<file path="src/led_ctrl_pkg.sv">
// Constants shared by the LED driver mode and fault flag control.
// Assumes a 10 MHz ref_clk; all times are converted to cycle counts here.
package led_ctrl_pkg;
    // =====================================================
    // Clock and times
    localparam int CLK_HZ = 10000000;
    localparam int DIM_WAKE_US = 15;
    localparam int PG_VALID_US = 70;
    // Least wait rounds up
    localparam int DIM_WAKE_CYC = (DIM_WAKE_US * CLK_HZ + 999999) / 1000000;
    // Longest time rounds down
    localparam int PG_VALID_CYC = (PG_VALID_US * CLK_HZ) / 1000000;
    // Pin-to-count latency of the power-good path: three flops, filter, first count edge
    localparam int PG_SYNC_CYC = 5;
    localparam int NUM_CH = 12;
    // =====================================================
    // Fault flag source selection
    localparam logic [1:0] FLG_SRC_ERR = 2'h0;
    localparam logic [1:0] FLG_SRC_OT = 2'h1;
    localparam logic [1:0] FLG_SRC_BOTH = 2'h2;
    // Reset values
    localparam logic [11:0] CH_EN_RST = 12'h000;
    typedef enum logic [1:0] {
        PWR_OFF = 2'b00,
        PWR_STANDALONE = 2'b01,
        PWR_BUS = 2'b10
    } pwr_mode_t;
endpackage

</file>
<file path="src/pin_sync.sv">
// Three-flop synchroniser with agreement filter for one pin.
// Assumes the pin is asynchronous to ref_clk.
`timescale 1ns/1ps
`default_nettype none
module pin_sync (
    // Clock and reset
    input wire logic ref_clk,
    input wire logic resetn,
    // Pin and result
    input wire logic pin,
    output logic level
);
    logic s1_r;
    logic s2_r;
    logic s3_r;
    // =====================================================
    // Stage chain; first flop read only by the second
    always_ff @(posedge ref_clk or negedge resetn) begin
        if (!resetn) begin
            s1_r <= 1'b0;
            s2_r <= 1'b0;
            s3_r <= 1'b0;
        end else begin
            s1_r <= pin;
            s2_r <= s1_r;
            s3_r <= s2_r;
        end
    end
    // Change counts once stages two and three agree
    always_ff @(posedge ref_clk or negedge resetn) begin
        if (!resetn) begin
            level <= 1'b0;
        end else if (s2_r == s3_r) begin
            level <= s3_r;
        end
    end
endmodule
`default_nettype wire

</file>
<file path="src/led_driver_mode_and_fault_flag_control.sv">
// Mode, output gating and wired-OR fault flag logic of a 12-channel LED driver.
// Assumes comparator levels arrive asynchronously; bus protocol and OTP sit elsewhere.
`timescale 1ns/1ps
`default_nettype none
//
// Overview of operation
// [RQ1] Digital supply falling below threshold forces standalone mode automatically.
// [RQ2] Digital supply alone keeps the bus interface alive for register writes.
// [RQ3] With low-impedance analog pin, interface starts at first analog rising edge.
// [RQ4] Standalone: select pin low picks image A, high picks image B.
// [RQ5] Global dimming input gates all enabled channels together.
// [RQ6] Channels wait 15 us after each dimming rising edge before turning on.
// [RQ7] External source holds each dimming high level longer than 20 us.
// [RQ8] Twelve channels, each with its own enable.
// [RQ9] Fault line driven high on open output, thermal shutdown or resistor short.
// [RQ10] Fault line reports errors, overtemperature or both, as configured.
// [RQ11] Global dimming fault: fault line pulses with dimming input.
// [RQ12] Register dimming fault in bus mode: fault line steadily high.
// [RQ13] Fault sensed from another driver handled as configuration directs.
// [RQ14] Pull-up source is digital supply when present, else internal regulator.
// [RQ15] Error detection valid within 70 us of power-good rising.
// [RQ16] Chip-select used only for one-time programming addressing.
// [RQ17] Each standalone image holds an on/off bit per channel.
// [RQ18] Bus-mode force bit moves device from standalone into bus mode.
// [RQ19] Comparator, power-good, select, dimming and fault inputs are synchronised; analog_supply_ok and analog_low_impedance are used unsynchronised.
// [RQ20] Error detection waits for qualified power-good.
module led_driver_mode_and_fault_flag_control
    import led_ctrl_pkg::*;
#(
    parameter int CH = NUM_CH
) (
    // Clock and reset
    input wire logic ref_clk,
    input wire logic resetn,
    // Supply comparators
    input wire logic digital_supply_ok,
    input wire logic analog_supply_ok,
    input wire logic analog_low_impedance,
    // Pins
    input wire logic config_select_pin,
    input wire logic global_dimming_in,
    input wire logic power_good_in,
    input wire logic chip_select_in,
    // Stored images and bus-side settings
    input wire logic [CH-1:0] standalone_image_a,
    input wire logic [CH-1:0] standalone_image_b,
    input wire logic [CH-1:0] bus_channel_enable,
    input wire logic [CH-1:0] bus_channel_pwm,
    input wire logic bus_mode_force_bit,
    input wire logic global_dimming_enable,
    input wire logic [1:0] flag_source_sel,
    input wire logic ext_fault_shutdown_en,
    // Fault detectors
    input wire logic [CH-1:0] open_detect,
    input wire logic thermal_shutdown,
    input wire logic overtemp_warn,
    input wire logic current_set_resistor_short,
    // Fault line, open-drain style high-side drive
    input wire logic fault_line_in,
    output logic fault_line_out,
    output logic fault_line_oe,
    output logic pullup_from_digital_supply,
    // Status and channel drive
    output logic bus_if_enable,
    output logic otp_program_select,
    output logic error_detect_enable,
    output logic ext_fault_seen,
    output logic [1:0] pwr_mode,
    output logic [CH-1:0] channel_output
);
    pwr_mode_t mode_r;
    logic digital_supply_s;
    logic pg_s;
    logic sel_s;
    logic dim_s;
    logic flg_s;
    logic dim_d_r;
    logic [7:0] wake_cnt_r;
    logic dim_on_r;
    logic [9:0] pg_cnt_r;
    logic pg_ok_r;
    logic ana_d_r;
    logic if_start_r;
    logic ch_fault;
    logic err_flag;
    logic flag_req;
    logic [CH-1:0] ch_en;
    logic [CH-1:0] ch_nxt;
    logic [4:0] oe_hist_r;
    // =====================================================
    // Input synchronisers [RQ19]
    pin_sync u_digital_supply (.ref_clk(ref_clk), .resetn(resetn), .pin(digital_supply_ok), .level(digital_supply_s));
    pin_sync u_pg (.ref_clk(ref_clk), .resetn(resetn), .pin(power_good_in), .level(pg_s));
    pin_sync u_sel (.ref_clk(ref_clk), .resetn(resetn), .pin(config_select_pin), .level(sel_s));
    pin_sync u_dim (.ref_clk(ref_clk), .resetn(resetn), .pin(global_dimming_in), .level(dim_s));
    pin_sync u_flg (.ref_clk(ref_clk), .resetn(resetn), .pin(fault_line_in), .level(flg_s));
    // =====================================================
    // Interface start: immediate unless analog pin loads it to ground
    always_ff @(posedge ref_clk or negedge resetn) begin
        if (!resetn) begin
            ana_d_r <= 1'b0;
            if_start_r <= 1'b0;
        end else begin
            ana_d_r <= analog_supply_ok;
            if (!analog_low_impedance) begin
                if_start_r <= 1'b1; // Digital supply alone is enough [RQ2]
            end else if (analog_supply_ok && !ana_d_r) begin
                if_start_r <= 1'b1; // First analog rising edge [RQ3]
            end
        end
    end
    assign bus_if_enable = if_start_r && digital_supply_s; // [RQ2]
    // Chip-select only steers programming addressing
    assign otp_program_select = chip_select_in; // [RQ16]
    // =====================================================
    // Operating mode
    always_ff @(posedge ref_clk or negedge resetn) begin
        if (!resetn) begin
            mode_r <= PWR_OFF;
        end else begin
            case (mode_r)
                PWR_OFF: begin
                    mode_r <= PWR_STANDALONE;
                end
                PWR_STANDALONE: begin
                    if (digital_supply_s && bus_mode_force_bit) begin
                        mode_r <= PWR_BUS; // [RQ18]
                    end
                end
                PWR_BUS: begin
                    if (!digital_supply_s) begin
                        mode_r <= PWR_STANDALONE; // No command needed [RQ1]
                    end
                end
                default: begin
                    mode_r <= PWR_STANDALONE;
                end
            endcase
        end
    end
    assign pwr_mode = mode_r;
    // =====================================================
    // Dimming wake-up delay; short highs never light the outputs
    always_ff @(posedge ref_clk or negedge resetn) begin
        if (!resetn) begin
            dim_d_r <= 1'b0;
            wake_cnt_r <= 8'h00;
            dim_on_r <= 1'b0;
        end else begin
            dim_d_r <= dim_s;
            if (!dim_s) begin
                wake_cnt_r <= 8'h00;
                dim_on_r <= 1'b0;
            end else if (!dim_d_r) begin
                wake_cnt_r <= 8'h01;
            end else if (!dim_on_r) begin
                if (wake_cnt_r >= 8'(DIM_WAKE_CYC - 1)) begin
                    dim_on_r <= 1'b1; // [RQ6]
                end
                wake_cnt_r <= wake_cnt_r + 8'h01;
            end
        end
    end
    // =====================================================
    // Power-good qualification before error detection
    always_ff @(posedge ref_clk or negedge resetn) begin
        if (!resetn) begin
            pg_cnt_r <= 10'h000;
            pg_ok_r <= 1'b0;
        end else if (!pg_s) begin
            pg_cnt_r <= 10'h000;
            pg_ok_r <= 1'b0; // [RQ20]
        end else if (!pg_ok_r) begin
            // Sync latency eats into the budget, hence the shortened count
            if (pg_cnt_r >= 10'(PG_VALID_CYC - PG_SYNC_CYC)) begin
                pg_ok_r <= 1'b1; // [RQ15]
            end
            pg_cnt_r <= pg_cnt_r + 10'h001;
        end
    end
    assign error_detect_enable = pg_ok_r;
    // =====================================================
    // Channel enables and gating, one slice per channel
    assign ch_en = (mode_r == PWR_BUS) ? bus_channel_enable
                 : (sel_s ? standalone_image_b : standalone_image_a); // [RQ4] [RQ17]
    genvar gi;
    generate
        for (gi = 0; gi < CH; gi++) begin : g_ch
            always_comb begin
                ch_nxt[gi] = ch_en[gi]; // Own enable per channel [RQ8]
                if (mode_r == PWR_OFF) begin
                    ch_nxt[gi] = 1'b0;
                end else if (global_dimming_enable && !(dim_on_r && dim_s)) begin
                    ch_nxt[gi] = 1'b0; // All channels follow dimming [RQ5]
                end else if (mode_r == PWR_BUS && !global_dimming_enable) begin
                    ch_nxt[gi] = ch_en[gi] && bus_channel_pwm[gi];
                end
                if (thermal_shutdown || (ext_fault_shutdown_en && ext_fault_seen)) begin
                    ch_nxt[gi] = 1'b0; // [RQ13]
                end
            end
        end
    endgenerate
    always_ff @(posedge ref_clk or negedge resetn) begin
        if (!resetn) begin
            channel_output <= CH_EN_RST;
        end else begin
            channel_output <= ch_nxt;
        end
    end
    // =====================================================
    // Fault flag generation
    assign ch_fault = pg_ok_r && (|(open_detect & ch_en)); // [RQ9]
    // Under global dimming opens are only valid while channels conduct
    assign err_flag = (ch_fault && (!global_dimming_enable || dim_on_r)) // [RQ11] [RQ12]
                   || thermal_shutdown || current_set_resistor_short; // [RQ9]
    always_comb begin
        case (flag_source_sel)
            FLG_SRC_ERR: flag_req = err_flag; // [RQ10]
            FLG_SRC_OT: flag_req = overtemp_warn;
            FLG_SRC_BOTH: flag_req = err_flag || overtemp_warn;
            default: flag_req = err_flag;
        endcase
    end
    always_ff @(posedge ref_clk or negedge resetn) begin
        if (!resetn) begin
            fault_line_out <= 1'b0;
            fault_line_oe <= 1'b0;
            pullup_from_digital_supply <= 1'b0;
            ext_fault_seen <= 1'b0;
            oe_hist_r <= 5'h00;
        end else begin
            fault_line_out <= flag_req;
            fault_line_oe <= flag_req; // High-side only drives while flagging
            pullup_from_digital_supply <= digital_supply_s; // [RQ14]
            // Own drive, and its echo still inside the synchroniser, masks sensing
            oe_hist_r <= {oe_hist_r[3:0], fault_line_oe};
            ext_fault_seen <= flg_s && !fault_line_oe && !(|oe_hist_r); // [RQ13]
        end
    end
endmodule
`default_nettype wire

</file>
<file path="config.mk">
export PLATFORM = sky130hd
export DESIGN_NAME = led_driver_mode_and_fault_flag_control
export DESIGN_NICKNAME = d
export VERILOG_FILES = /design/src/led_ctrl_pkg.sv /design/src/pin_sync.sv /design/src/led_driver_mode_and_fault_flag_control.sv
export SDC_FILE = /design/constraint.sdc
export NUM_CORES = 1
export LEC_CHECK = 0
export BUFFER_PORTS_ARGS = -buffer_cell sky130_fd_sc_hd__clkbuf_2
export CAP_MARGIN = 20
export CORE_MARGIN = 2
export CORE_UTILIZATION = 50
export DETAILED_ROUTE_END_ITERATION = 10
export PLACE_DENSITY = 0.8
export SETUP_SLACK_MARGIN = 0.02
export SKIP_CTS_REPAIR_TIMING = 1
export SLEW_MARGIN = 20
export SYNTH_ARGS = -nofsm -noshare
export SYNTH_HDL_FRONTEND = slang
export SYNTH_SLANG_ARGS = --single-unit
</file>
<file path="constraint.sdc">
create_clock -name ref_clk -period 1.8 [get_ports ref_clk]
set_input_delay 0.09 -clock ref_clk [delete_from_list [all_inputs] [get_ports ref_clk]]
set_output_delay 0.09 -clock ref_clk [all_outputs]
set_load 0.01 [all_outputs]
</file>
* Word-level counts from Yosys, hierarchy flattened
Cells that the tools add are included.
** Operators by class
- Divide/modulo/power cells :: 0
- Shift operators :: 0
- Equality and inequality tests :: 15
- Bitwise logic cells :: 1
- Add/subtract/negate cells :: 2
- $mul :: 0
- Reduce and logical (&&, ||, !) cells :: 37
- Magnitude comparators :: 2
- Muxes and demuxes :: 68
** Operators by type and width (number)
- 1-bit two-way mux :: 57
- 12-bit two-way mux :: 2
- 8-bit two-way mux :: 3
- 1-bit logical AND :: 23
- 10-bit two-way mux :: 2
- 12-bit bitwise AND :: 1
- 12-bit OR reduction :: 1
- 10-bit by 1-bit adder with 10-bit output (second input constant) :: 1
- 10-bit >= comparator (second input constant) :: 1
- 8-bit by 1-bit adder with 8-bit output (second input constant) :: 1
- 8-bit >= comparator (second input constant) :: 1
- 2-bit inequality test (second input constant) :: 4
- 1-bit equality test :: 5
- 1-bit zero test :: 5
- 1-bit logical OR :: 5
- 5-bit OR reduction :: 1
- 2-bit by 1-bit equality test with 1-bit output (second input constant) :: 2
- 2-bit equality test (second input constant) :: 2
- 2-bit two-way mux :: 2
- 2-bit one-hot mux with 2 select lines :: 1
- 3-bit inequality test (second input constant) :: 1
- 2-bit zero test :: 1
- 2-bit by 1-bit inequality test with 1-bit output (second input constant) :: 1
- 1-bit one-hot mux with 2 select lines :: 1
- 2-bit AND reduction :: 1
** Word-level totals
- Output and inout port bits :: 21
- Bits in writable memories :: 0
- Word-level logic and storage cells :: 158
- Latch bits :: 0
- Memories :: 0
- Memory bits (read-only) :: 0
- Register bits :: 65
- Bits of input ports :: 78

* Longest topological paths before layout
- Word-level depth :: 10
- Mapped depth :: 7

* Cells and area by module
From an unflattened synthesis, not the netlist that was laid out.
** Unflattened totals
- Cell total of the unflattened synthesis :: 266
- Area total of the unflattened synthesis :: 2905.3 µm²
** By module, submodules not included
- led_driver_mode_and_fault_flag_control :: times used 1, cells each 241, area each 2348.5 µm²
- pin_sync :: times used 5, cells each 5, area each 111.4 µm²

* Worst setup path after synthesis
OpenSTA, ideal clock, no wires.
- Kind :: register -> register
- Start point :: reg pg_ok_r (netlist: error_detect_enable)
- End point :: reg pg_cnt_r[9]
- Library setup time :: 119 ps
- Required time :: 1681 ps
- Stages on the path, launching flop included :: 7
- Setup slack :: 340 ps
- Period minus slack after synthesis :: 1460 ps
- Arrival time :: 1341 ps
- Cell sequence :: dfrtp_1 clkbuf_1 nand2_1 nor3b_1 nand4_1 xnor2_1 and2_1
** Between the ends
- Cells in the longest elaborated chain, start to end :: 1
** RTL lines
- from (decl) :: line led_driver_mode_and_fault_flag_control.sv:81 : logic pg_ok_r;
- from (signal assigned) :: line led_driver_mode_and_fault_flag_control.sv:169 : pg_ok_r <= 1'b0;
- from (signal assigned) :: line led_driver_mode_and_fault_flag_control.sv:172 : pg_ok_r <= 1'b0;
- from (signal assigned) :: line led_driver_mode_and_fault_flag_control.sv:176 : pg_ok_r <= 1'b1;
- 2-bit inequality test (no source line)
- to (signal assigned) :: line led_driver_mode_and_fault_flag_control.sv:178 : pg_cnt_r <= pg_cnt_r + 10'h001;
- to (decl) :: line led_driver_mode_and_fault_flag_control.sv:80 : logic [9:0] pg_cnt_r;
Every way passes these cells.
A chain may end at the register's enable or synchronous reset.

* Final worst setup path
- Start point :: reg u_sel.level
- End point :: reg fault_line_oe
** Between the ends
- Cells in the longest elaborated chain, start to end :: 10
** RTL lines
- from (decl) :: line pin_sync.sv:11 : output logic level
- from (signal assigned) :: line pin_sync.sv:34 : level <= s3_r;
- 12-bit two-way mux (*) :: line led_driver_mode_and_fault_flag_control.sv:185 : : (sel_s ? standalone_image_b : standalone_image_a);
- 12-bit two-way mux (*) :: line led_driver_mode_and_fault_flag_control.sv:184 : assign ch_en = (mode_r == PWR_BUS) ? bus_channel_enable
- 12-bit bitwise AND (*) :: line led_driver_mode_and_fault_flag_control.sv:213 : assign ch_fault = pg_ok_r && (|(open_detect & ch_en));
- 12-bit OR reduction (*) :: line led_driver_mode_and_fault_flag_control.sv:213
- 1-bit logical AND (*) :: line led_driver_mode_and_fault_flag_control.sv:213
- 1-bit logical AND (*) :: line led_driver_mode_and_fault_flag_control.sv:215 : assign err_flag = (ch_fault && (!global_dimming_enable || dim_on_r))
- 1-bit logical OR (*) (2 in series) :: line led_driver_mode_and_fault_flag_control.sv:216 : || thermal_shutdown || current_set_resistor_short;
- 1-bit logical OR :: line led_driver_mode_and_fault_flag_control.sv:221 : FLG_SRC_BOTH: flag_req = err_flag || overtemp_warn;
- 1-bit one-hot mux with 2 select lines (*) :: line led_driver_mode_and_fault_flag_control.sv:218 : case (flag_source_sel)
- named net flag_req :: line led_driver_mode_and_fault_flag_control.sv:86 : logic flag_req;
- to (signal assigned) :: line led_driver_mode_and_fault_flag_control.sv:234 : fault_line_oe <= flag_req;
- to (decl) :: line led_driver_mode_and_fault_flag_control.sv:61 : output logic fault_line_oe,
Mark *: on every way through the listed nets, which the timed path passes. The rest lies on a longest branch.

==> results by group <==
Status
  – Outcome: finished clean

Global route
  – Total gr overflow: 0
  – First-pass GRT wire length: 10.51 mm
  – Initial antenna violation count: 0
  – Overall routing resource usage: 21.85%
  – Vias in the first global route: 2274
  – Largest net degree at the start of global routing: 66

Synth
  – Yosys cell types: 45
  – Flops & latches, synth: 65
  – Synthesized area: 2908 sq um
  – Number of enable flip-flop cells after synthesis: 0
  – Post-synth ARST share: 100.0%
  – Most common flop cell mapped by yosys: dfrtp_1
  – Register area share after synthesis: 55.94%
  – Syn avg cell area: 10.97 sq um
  – Syn_nets: 349
  – Mapped Cells: 265
  – Yosys warns: 0

Final layout
  – P&R area growth vs syn: 31.80%
  – Final instance area: 3832 sq um
  – Utilization after layout: 68.75%
  – Leading cell type in the layout, fill and taps excluded: clkbuf_2
  – Layout cell share with drive strength beyond 1: 33.68%
  – Register area: 1627 sq um
  – Fillers: 427
  – Final #Nets: 462
  – Multi-input logic area: 1169 sq um
  – Commonest cells after routing, fill and taps aside: clkbuf_2, dfrtp_1, nor2_1
  – Number of antenna diodes: 0

Timing
  – Minimum clock period after layout: 1607 ps
  – Fmax: 622.1 MHz
  – RSZ-0062 raised after global routing: no
  – Final Max Slew Viols: 0
  – Final clock skew: 10.27 ps
  – Final Hold Fails: 0
  – Worst slew pin tran: 428.6 ps
  – Final setup TNS: 0 ps
  – Post-route clock period utilization: 89.30%
  – Hold_ws: 5.139 ps
  – Worst slew margin: 71.36%
  – Setup violations, final: 0

Power and ir drop
  – Cell Pwr Density: 962.9 nW/um^2
  – Sw Ratio: 23.19%
  – Pint: 0.002834 W
  – Post-route total power: 0.003690 W
  – Psw: 0.0008559 W
  – Logic pwr share: 12.1%
  – VDD IR-drop max: 0.0007145 V
  – Lkg Pwr: 1.921 nW
  – Seq pwr share: 43.8%
  – Clk network pwr share: 44.1%

Die
  – Total die area: 6442 sq um
  – Core Rows: 27
  – Die Width: 80.26 microns
  – Starting Density: 52.17%
  – Die Y-Extent: 80.26 microns
  – I/O pin total: 99
  – Core footprint: 5574 sq um

Placed design
  – GPL Wtd Cong: 0.9062
  – I/O Buffers: 96
  – HPWL Detailed: 4.932 mm
  – Placed Area: 3476 sq um

Setup path
  – Largest fanout on the critical path: 10
  – Setup crit end kind: register
  – Reg2Reg Setup Slack: 190 ps
  – Crit path launch type: register
  – Crit path kind: register to register
  – Worst path required time: 2020 ps
  – CP arrival: 1820 ps

CTS
  – Clock tree buffer depth: 2
  – CTS tree: yes
  – Clk sinks: 65
  – Total CTS buffers: 9
  – Worst-path clk slew: 70 ps
  – Worst skew pair latency: 340 ps
  – H-Tree Depth: 3
  – CTS root buf: clkbuf_8

Min path
  – Min-Delay Path Class: primary input to register

Drt
  – Detailed Routing Iterations Pass 1: 4
  – Routed wire length: 6.561 mm
  – Routed via count: 2365
  – Residual DRC: 0
  – Drt via density: 5.198
  – DR WL/cell: 14.42 microns
  – Iteration-0 DRC Markers: 121
  – Final ANT Viol Nets: 0

Job
  – Number of max-cap violations: 0
==> layout make-up <==
cell class                 instances  area share [%]
clock inverter                     7           3.722
inverter                          10          0.9794
sequential                        65           42.44
clock buffer                       9           3.232
multi-input combinational        179           30.49
tap                               72           2.351
timing repair buffer             113           16.78
==> metrics by stage <==
stage / setup WS (ps) / std cells
after global placement: 273.1 / 430
final: 192.5 / 455
after CTS: 197.1 / 446
after global routing: 62.63 / 455
after detailed placement: 205.6 / 430
after floorplan: 339.8 / 265
==> cells in the mapped netlist, types with 5 or more instances <==
master    number  share of area (%)
nor2_1        27                3.5
xnor2_1        7                2.1
mux2i_1       10                3.4
nor4_1         5                1.1
o211ai_1       5                1.3
ha_1           6                2.6
and2_1         8                1.7
maj3_1         5                1.7
o21ai_0       17                2.9
inv_1         10                1.3
dfrtp_1       65                 56
nand2_1       22                2.8
nor3_1         8                1.4
xor2_1         8                2.4
==> logic make-up (layout without fill, tap and decap cells) <==
logic type                 Yosys count  after routing  share of synthesized area (%)
AOI/OAI and AO/OA                   44             44                          10.20
muxes                               10             10                          3.442
buffers and inverters               21            139                          3.872
xor gates and xnor gates            15             15                          4.518
DFF                                 65             65                          55.94
adders and majority gates           11             11                          4.303
and+or+nand+nor                     99             99                          17.73
==> sequential cells by signal, summed over array words and instances, names as in the netlist, 2 cells and up <==
| register | count |
|---|---|
| pg_cnt_r | 10 |
| pwr_mode | 2 |
| channel_output | 12 |
| oe_hist_r | 5 |
| wake_cnt_r | 8 |
==> power by group through the flow <==
stage | combinational (W) | sequential, W | clock (W)
final | 0.000446 | 0.00162 | 0.00163
after global routing | 0.000497 | 0.00163 | 0.00173
after CTS | 0.000434 | 0.00162 | 0.00165
after detailed placement | 0.000430 | 0.00164 | 0
after global placement | 0.000421 | 0.00164 | 0
after floorplan | 0.000227 | 0.00164 | 0
==> worst max-delay path, cell delays in order (launching register included) <==
cell and delay [ps]:
dfrtp_1 500, and2b_1 220, a211oi_1 290, o22ai_1 160
nor4_2 220, a31oi_1 100
==> layer usage <==
layer / vias to the layer above / GRT usage [%] / share of wire, %
met4: 0 / 6.271 / 0.79
met1: 1133 / 28.51 / 42
met2: 94 / 34.42 / 49
met3: 5 / 7.865 / 7.9
li1: 1133 / - / -
met5: - / 0 / 0
==> worst paths after layout <==
check,startpoint,end,cells past startpoint
min,bus_channel_pwm[1],channel_output[1]$_DFF_PN0_,3
min reg2reg,u_flg.s1_r$_DFF_PN0_,u_flg.s2_r$_DFF_PN0_,0
min in group asynchronous,resetn,pg_cnt_r[5]$_DFFE_PN0P_,3
max reg2reg,u_sel.level$_DFFE_PN0N_,fault_line_oe$_DFF_PN0_,5
max in group asynchronous,resetn,oe_hist_r[2]$_DFF_PN0_,3
max,u_sel.level$_DFFE_PN0N_,fault_line_oe$_DFF_PN0_,5
Note: power is estimated with default switching activity, not from simulation.
